$ cat src/hw/acg_pkg.sv
// Package with constants and carrier types for the processor to serial controller glue.
package acg_pkg;
    localparam int ADDR_W = 23;
    localparam int FC_W = 3;
    localparam int LVL_W = 3;
    localparam int SR_W = 8;
    // Processor function code that marks an interrupt acknowledge cycle.
    localparam logic [2:0] FC_IRQ_ACK = 3'h7;
    localparam logic [2:0] FC_USER_DATA = 3'h1;
    // Strobe width and settling figures, select bit and default address decode.
    localparam int STROBE_MIN_NS = 400;
    localparam int CLK_PERIOD_PS = 5000;
    localparam int STROBE_CYCLES = (STROBE_MIN_NS * 1000 + CLK_PERIOD_PS - 1) / CLK_PERIOD_PS;
    localparam int CHAIN_SETTLE_CLKS = 5;
    localparam int SELECT_BIT = 1;
    localparam logic [22:0] BASE_DEFAULT = 23'h000000;
    localparam logic [22:0] MASK_DEFAULT = 23'h7ffff8;

    typedef enum logic [3:0] {
        ACG_IDLE = 4'h1,
        ACG_ACCESS = 4'h2,
        ACG_SETTLE = 4'h4,
        ACG_DONE = 4'h8
    } acg_state_e;

    // Processor side bus request.
    typedef struct packed {
        logic addr_strobe_n;
        logic rw;
        logic lds_n;
        logic [2:0] fc;
        logic [22:0] addr;
    } acg_bus_s;

    // Controller side strobes.
    typedef struct packed {
        logic cs_n;
        logic rd_n;
        logic wr_n;
        logic ctrl_data_sel;
        logic irq_ack_in_n;
    } acg_periph_s;
endpackage : acg_pkg

$ cat src/hw/acg_glue.sv
// Glue logic joining an asynchronous 16-bit processor bus to a byte-wide serial controller.
`timescale 1ns/10ps
module acg_glue
    import acg_pkg::*;
#(
    parameter int WAIT_CYCLES = STROBE_CYCLES,
    parameter int SETTLE_CLKS = CHAIN_SETTLE_CLKS,
    parameter logic [22:0] ADDR_BASE = BASE_DEFAULT,
    parameter logic [22:0] ADDR_MASK = MASK_DEFAULT,
    parameter logic [2:0] IRQ_LEVEL = 3'h5,
    parameter bit IRQ_USED = 1'b1
) (
    input wire logic ref_clk,
    input wire logic resetn,
    input wire acg_bus_s bus,
    input wire logic chain_enable_in,
    output acg_periph_s periph,
    output logic chain_enable_out,
    output logic [7:0] level_ack_n,
    output logic any_sel_n,
    output logic xfer_ack_n_out,
    output logic xfer_ack_n_oe_n
);
    localparam int CNT_W = $clog2(WAIT_CYCLES + SETTLE_CLKS + 2) + 1;
    localparam logic [CNT_W-1:0] WAIT_LAST = CNT_W'(WAIT_CYCLES);
    localparam logic [CNT_W-1:0] SETTLE_LAST = CNT_W'(SETTLE_CLKS);
    localparam logic [CNT_W-1:0] ONE = CNT_W'(1);

    // Decoded cycle type, qualified by the strobe so it cannot glitch.
    function automatic logic fc_match(input logic strobe_n, input logic [2:0] fc,
                                      input logic [2:0] code);
        fc_match = !strobe_n && (fc == code);
    endfunction : fc_match

    acg_state_e state;
    acg_state_e next_state;
    logic [CNT_W-1:0] count;
    logic [CNT_W-1:0] next_count;
    logic rd_q;
    logic wr_q;
    logic ack_q;
    logic [7:0] level_q;

    wire strobe_on = !bus.addr_strobe_n && !bus.lds_n;
    wire is_iack = fc_match(bus.addr_strobe_n, bus.fc, FC_IRQ_ACK);
    wire addr_hit = ((bus.addr & ADDR_MASK) == (ADDR_BASE & ADDR_MASK));
    wire sel = strobe_on && !is_iack && addr_hit;
    // Serviced level sits on address lines one to three in acknowledge cycles.
    wire [2:0] lvl = bus.addr[2:0];
    wire iack_mine = IRQ_USED && is_iack && (lvl == IRQ_LEVEL);
    wire next_rd;
    wire next_wr;
    wire next_ack;
    wire [7:0] next_level;

    always_comb begin
        next_state = state;
        next_count = count;
        if (bus.addr_strobe_n) begin
            next_state = ACG_IDLE;
            next_count = '0;
        end else begin
            case (state)
                ACG_IDLE: begin
                    if (sel) begin
                        next_state = ACG_ACCESS;
                        next_count = ONE;
                    end else if (iack_mine && !bus.lds_n) begin
                        next_state = ACG_SETTLE;
                        next_count = ONE;
                    end
                end
                ACG_ACCESS: begin
                    next_count = count + ONE;
                    if (count == WAIT_LAST) next_state = ACG_DONE;
                end
                ACG_SETTLE: begin
                    next_count = count + ONE;
                    if (count == SETTLE_LAST) begin
                        next_state = ACG_ACCESS;
                        next_count = ONE;
                    end
                end
                ACG_DONE: next_count = count;
                default: begin
                    next_state = ACG_IDLE;
                    next_count = '0;
                end
            endcase
        end
    end

    // Read strobe runs through the access phase; in acknowledge cycles it starts after settling.
    assign next_rd = (next_state == ACG_ACCESS || next_state == ACG_DONE) && (bus.rw || is_iack);
    assign next_wr = (next_state == ACG_ACCESS || next_state == ACG_DONE) && !bus.rw && !is_iack;
    assign next_ack = (next_state == ACG_DONE);
    assign next_level = (is_iack && IRQ_USED) ? ~(8'h01 << lvl) : 8'hff;

    always_ff @(posedge ref_clk or negedge resetn) begin
        if (!resetn) begin
            state <= ACG_IDLE;
            count <= '0;
            rd_q <= 1'b0;
            wr_q <= 1'b0;
            ack_q <= 1'b0;
            level_q <= 8'hff;
        end else begin
            state <= next_state;
            count <= next_count;
            rd_q <= next_rd;
            wr_q <= next_wr;
            ack_q <= next_ack;
            level_q <= next_level;
        end
    end

    // Chip select must stay steady across the strobe so it tracks the whole access.
    assign periph.cs_n = !(sel && !is_iack);
    assign periph.rd_n = !rd_q;
    assign periph.wr_n = !wr_q;
    assign periph.ctrl_data_sel = bus.addr[SELECT_BIT-1];
    assign periph.irq_ack_in_n = IRQ_USED ? !(iack_mine) : 1'b1;
    assign chain_enable_out = chain_enable_in;
    assign level_ack_n = level_q;
    assign any_sel_n = !(sel || iack_mine);
    // Open collector: only ever pull low, otherwise release the line.
    assign xfer_ack_n_out = 1'b0;
    assign xfer_ack_n_oe_n = !ack_q;

    AST_STROBE_WIDTH: assert property (@(posedge ref_clk) disable iff (!resetn)
        $rose(ack_q) |-> $past(rd_q || wr_q, 2))
        else $error("Acknowledge without stretched strobe.");
    AST_ACK_RELEASE: assert property (@(posedge ref_clk) disable iff (!resetn)
        bus.addr_strobe_n |=> !ack_q && count == '0)
        else $error("Acknowledge held after strobe release.");
    AST_ACK_OC: assert property (@(posedge ref_clk) disable iff (!resetn)
        xfer_ack_n_out == 1'b0)
        else $error("Acknowledge driven high.");
    AST_SETTLE: assert property (@(posedge ref_clk) disable iff (!resetn)
        (state == ACG_SETTLE && count == ONE) |-> !rd_q)
        else $error("Read strobe before chain settled.");
    AST_CS_DECODE: assert property (@(posedge ref_clk) disable iff (!resetn)
        !periph.cs_n |-> addr_hit && !bus.addr_strobe_n)
        else $error("Chip select without address match.");
    AST_IACK_QUAL: assert property (@(posedge ref_clk) disable iff (!resetn)
        bus.addr_strobe_n |-> periph.irq_ack_in_n)
        else $error("Acknowledge decode without strobe.");
    AST_NO_IRQ: assert property (@(posedge ref_clk) disable iff (!resetn)
        !iack_mine |-> periph.irq_ack_in_n)
        else $error("Interrupt acknowledge input not held high.");
    AST_WAIT_COUNT: assert property (@(posedge ref_clk) disable iff (!resetn)
        (state == ACG_ACCESS && count == WAIT_LAST && !bus.addr_strobe_n) |=> ack_q)
        else $error("Acknowledge missing after count.");

    // Strobes must not shorten while the processor still holds the cycle open.
    // A glitch here would cut the controller's minimum pulse width.
    AST_RD_HOLD: assert property (@(posedge ref_clk) disable iff (!resetn)
        rd_q && !bus.addr_strobe_n |=> rd_q)
        else $error("Read strobe dropped inside a cycle.");
    AST_WR_HOLD: assert property (@(posedge ref_clk) disable iff (!resetn)
        wr_q && !bus.addr_strobe_n |=> wr_q)
        else $error("Write strobe dropped inside a cycle.");
    AST_ONE_STROBE: assert property (@(posedge ref_clk) disable iff (!resetn)
        !(rd_q && wr_q))
        else $error("Read and write strobes together.");
    AST_ACK_WITH_STROBE: assert property (@(posedge ref_clk) disable iff (!resetn)
        ack_q |-> (rd_q || wr_q))
        else $error("Acknowledge without an active strobe.");

    // Acknowledge is a level that stands until the processor ends the cycle.
    AST_ACK_STAYS: assert property (@(posedge ref_clk) disable iff (!resetn)
        ack_q && !bus.addr_strobe_n |=> ack_q)
        else $error("Acknowledge dropped before strobe release.");
    AST_COUNT_RESTART: assert property (@(posedge ref_clk) disable iff (!resetn)
        $fell(bus.addr_strobe_n) |-> count == '0)
        else $error("Wait count not cleared at cycle start.");

    // Decoding is qualified by the address strobe, so idle bus noise selects nothing.
    AST_CS_QUAL: assert property (@(posedge ref_clk) disable iff (!resetn)
        bus.addr_strobe_n |-> periph.cs_n)
        else $error("Chip select without address strobe.");
    AST_IACK_NO_CS: assert property (@(posedge ref_clk) disable iff (!resetn)
        is_iack |-> periph.cs_n)
        else $error("Chip select during interrupt acknowledge.");
    AST_IACK_IN: assert property (@(posedge ref_clk) disable iff (!resetn)
        iack_mine |-> !periph.irq_ack_in_n)
        else $error("Own level acknowledge not passed on.");

    // Level decode is one-cold and only ever names the serviced level.
    AST_LEVEL_ONE_COLD: assert property (@(posedge ref_clk) disable iff (!resetn)
        $countones(~level_q) <= 1)
        else $error("More than one level acknowledged.");
    AST_LEVEL_DECODE: assert property (@(posedge ref_clk) disable iff (!resetn)
        is_iack |=> !level_q[$past(lvl)])
        else $error("Serviced level not decoded.");
    AST_LEVEL_IDLE: assert property (@(posedge ref_clk) disable iff (!resetn)
        !is_iack |=> level_q == 8'hff)
        else $error("Level decode outside acknowledge.");

    // The vector read waits for the daisy chain; the chain length sets the settle count.
    AST_SETTLE_NO_RD: assert property (@(posedge ref_clk) disable iff (!resetn)
        state == ACG_SETTLE |-> !rd_q)
        else $error("Read strobe while chain settles.");
    AST_SETTLE_END_RD: assert property (@(posedge ref_clk) disable iff (!resetn)
        (state == ACG_SETTLE && count == SETTLE_LAST && !bus.addr_strobe_n) |=> rd_q)
        else $error("Vector read missing after settling.");
    AST_IACK_RD_AFTER: assert property (@(posedge ref_clk) disable iff (!resetn)
        $rose(rd_q) && is_iack |-> $past(state == ACG_SETTLE))
        else $error("Vector read without settling phase.");
    AST_IACK_NO_WR: assert property (@(posedge ref_clk) disable iff (!resetn)
        is_iack |-> !wr_q)
        else $error("Write strobe during interrupt acknowledge.");
endmodule : acg_glue

$ cat config.mk
export PLATFORM = sky130hd
export DESIGN_NAME = acg_glue
export DESIGN_NICKNAME = d
export VERILOG_FILES = /design/src/hw/acg_pkg.sv /design/src/hw/acg_glue.sv
export SDC_FILE = /design/constraint.sdc
export NUM_CORES = 1
export LEC_CHECK = 0
export ABC_AREA = 1
export BUFFER_PORTS_ARGS = -buffer_cell sky130_fd_sc_hd__clkbuf_2
export CORE_MARGIN = 1.5
export CORE_UTILIZATION = 40
export CTS_CLUSTER_DIAMETER = 200
export DETAILED_ROUTE_END_ITERATION = 10
export GPL_TIMING_DRIVEN = 1
export PLACE_DENSITY = 0.77
export SLEW_MARGIN = 10
export SYNTH_ARGS = -nofsm -noshare
export SYNTH_HDL_FRONTEND = slang
export SYNTH_SLANG_ARGS = --single-unit
$ cat constraint.sdc
create_clock -name ref_clk -period 1.2 [get_ports ref_clk]
set_input_delay 0.24 -clock ref_clk [delete_from_list [all_inputs] [get_ports ref_clk]]
set_output_delay 0.24 -clock ref_clk [all_outputs]
set_load 0.1 [all_outputs]
==> results.sh <==
export IMPL_status="complete, but fails checks"
export IMPL_violations="setup timing"
export IMPL_synth_area_top_cells="dfrtp_1 (24%), dfstp_2 (16%), nand2_1 (9.7%)"
export IMPL_crit_chain="nor2_4 -> nand3_4 -> buf_4 -> or2_0 -> a21oi_1"
export IMPL_slew_violations=0
export IMPL_syn_area_mm2=0.001465
export IMPL_vias_per_cell=5.191
export IMPL_leakage_nw=1.265
export IMPL_synth_top_area_cell="dfrtp_1"
export IMPL_slowest_delay_ns=0.46
export IMPL_syn2layout_area_growth_pct=73.87
export IMPL_seq_area_um2=590.6
export IMPL_port_buffer_count=45
export IMPL_routed_wl_mm=5.043
export IMPL_min_path_type="in2reg"
export IMPL_cp_data_arrival_time_ns=1.74
export IMPL_synth_top_cell_area_share=0.2391
export IMPL_ys_async_sr_fraction=1.000
export IMPL_n_antenna_cell=0
export IMPL_final_common_cell="buf_4"
export IMPL_syn_inst=184
export IMPL_seq_area_frac_synth=0.4005
export IMPL_synth_edff_count=0
export IMPL_initial_core_util=0.4289
export IMPL_die_area_mm2=0.004035
export IMPL_numCtsBuffers=3
export IMPL_dp_cells=296
export IMPL_syn_area_per_cell_um2=7.963
export IMPL_cp_data_required_time_ns=1.46
export IMPL_cts_tree="built"
export IMPL_grt_pass1_wl_mm=6.824
export IMPL_slowest_stage="dfrtp_1"
export IMPL_multi_input_area_um2=937.1
export IMPL_end_kind="register"
export IMPL_worst_slack_ns=-0.2808
export IMPL_ios=49
export IMPL_path_max_fanout=3
export IMPL_power_density_mw_per_mm2=572.2
export IMPL_fmax_ghz=0.6753
export IMPL_dr_total_vias=1630
export IMPL_period_share=1.234
export IMPL_cts_root_buf="clkbuf_4"
export IMPL_peakVddDrop_uv=448.0
export IMPL_fin_skew_ns=0.01952
export IMPL_die_w_um=63.52
export IMPL_clkSlewWorstSetupHoldPaths_ns=0.15
export IMPL_hpwl_mm=3.021
export IMPL_antenna_left=0
export IMPL_layout_cells_most_common_list="buf_4 (36), nand2_1 (30), clkbuf_2 (25)"
export IMPL_drive_above_1_share=0.6381
export IMPL_fin_crit_ns=1.481
export IMPL_clk_latency_ns=0.35
export IMPL_dr_pass1_iters=4
export IMPL_instances_no_fill=314
export IMPL_grt_pass1_vias=1597
export IMPL_placed_cell_area_mm2=0.002210
export IMPL_synthDistinctLibCells=36
export IMPL_gr_total_overflow=0
export IMPL_ys_flop_type="dfrtp_1"
export IMPL_final_area_mm2=0.002547
export IMPL_rsz0062_at_grt="yes"
export IMPL_setup_worst_path_class="reg2reg"
export IMPL_critPathLaunchType="register"
export IMPL_ys_warnings_count=0
export IMPL_die_height_um=63.52
export IMPL_cts_sinks=23
export IMPL_final_util=0.7458
export IMPL_rows=21
export IMPL_clockBufferDepth=2
export IMPL_htreeDepth=1
export IMPL_core_mm2=0.003416
export IMPL_hold_viol=0
export IMPL_cap_violations=0
export IMPL_regToRegSetupSlack_ns=-0.28
export IMPL_grt_use_total=0.2156
export IMPL_detail_route_wl_per_cell_um=16.06
export IMPL_fillerInstances=221
export IMPL_timing_hold_ws_ns=0.1548
export IMPL_antenna_found_initial=0
export IMPL_routabilityCongestion=0.8012
export IMPL_drtIter0Drc=74
export IMPL_setup_viol=27
export IMPL_drc=0
export IMPL_grt_max_degree=19
export IMPL_nets=304
export IMPL_ys_seq_elements=23
export IMPL_synth_nets=219
-- critical path, delay by kind of cell, from the launching register on --
| kind | cells | cell delay [ns] |
|---|---|---|
| flip-flops | 1 | 0.46 |
| AND/OR/NAND/NOR | 3 | 0.57 |
| AO/OA/AOI/OAI | 1 | 0.20 |
| buffers and inverters | 1 | 0.16 |
-- metrics by stage --
step	worst slack, ns	setup TNS [ns]	total power, mW
floorplan	-0.2780	-1.813	0.9150
global placement	-0.1523	-1.313	1.013
detailed placement	-0.1690	-2.161	1.019
CTS	-0.1821	-3.331	1.395
global route	-0.2933	-5.393	1.507
finish	-0.2808	-4.260	1.458
-- per-layer routing --
layer	up-vias	GRT usage	wire, um
li1	748	-	-
met1	777	0.2387	1769
met2	81	0.3974	2756
met3	24	0.02321	275
met4	0	0.1196	242
met5	-	0	0
-- synthesized netlist by cell type (all sizes together), types with 3 or more instances --
cell type	n
ha	3
nand2	43
o21ai	3
buf	5
inv	28
dfrtp	14
dfstp	9
nor2	29
nor3	3
o2111ai	3
xor2	3
nand4	3
nand3	24
a21oi	5
-- layout make-up --
cell class | instances | area share
inverter | 29 | 0.04568
timing repair buffer | 86 | 0.3212
clock buffer | 3 | 0.008841
clock inverter | 1 | 0.001965
sequential | 23 | 0.2318
multi-input combinational | 126 | 0.3679
tap | 46 | 0.02259
-- flip-flops by register name, summed over array words and instances, names as in the netlist --
| signal | flops |
|---|---|
| rd_q | 1 |
| state | 4 |
| wr_q | 1 |
| count | 8 |
| level_ack_n | 8 |
| ack_q | 1 |
-- cell families (layout without fill, tap and decap cells) --
kind of cell | after synthesis | count (layout) | share of synthesized area
AO/OA/AOI/OAI | 14 | 14 | 0.06661
XOR/XNOR | 3 | 3 | 0.01794
adder cells (fa/ha/maj) | 3 | 3 | 0.02562
buffers and inverters | 35 | 119 | 0.1050
flip-flops | 23 | 23 | 0.4005
other | 1 | 1 | 0.002559
AND/OR/NAND/NOR | 105 | 105 | 0.3817
-- report_power, final --
group / internal [mW] / leakage, nW / switching, mW
sequential: 0.780 / 0.285 / 0.00261
clock: 0.126 / 0.0177 / 0.271
combinational: 0.115 / 0.962 / 0.163
total: 1.02 / 1.26 / 0.436
-- path summary, 6_finish.rpt --
check                           startpoint  endpoint  depth (start not counted)
worst max register to register    state[3]  state[2]                          5
worst min-delay path               bus[27]      wr_q                          4
worst min register to register    count[4]  count[4]                          3
min in group asynchronous           resetn  count[0]                          2
max in group asynchronous           resetn      rd_q                          3
worst max-delay path              state[3]  state[2]                          5
-- repair_timing --
action / in CTS / in global routing
hold endpoints to repair: 4 / 0
endpoints found under the setup margin: 29 / 29
resized for setup: 18 / 40
hold buffers: 1 / 0
pin swaps: 15 / 25
buffers inserted: 8 / 5
No activity file was read; power rests on OpenSTA's default activity.
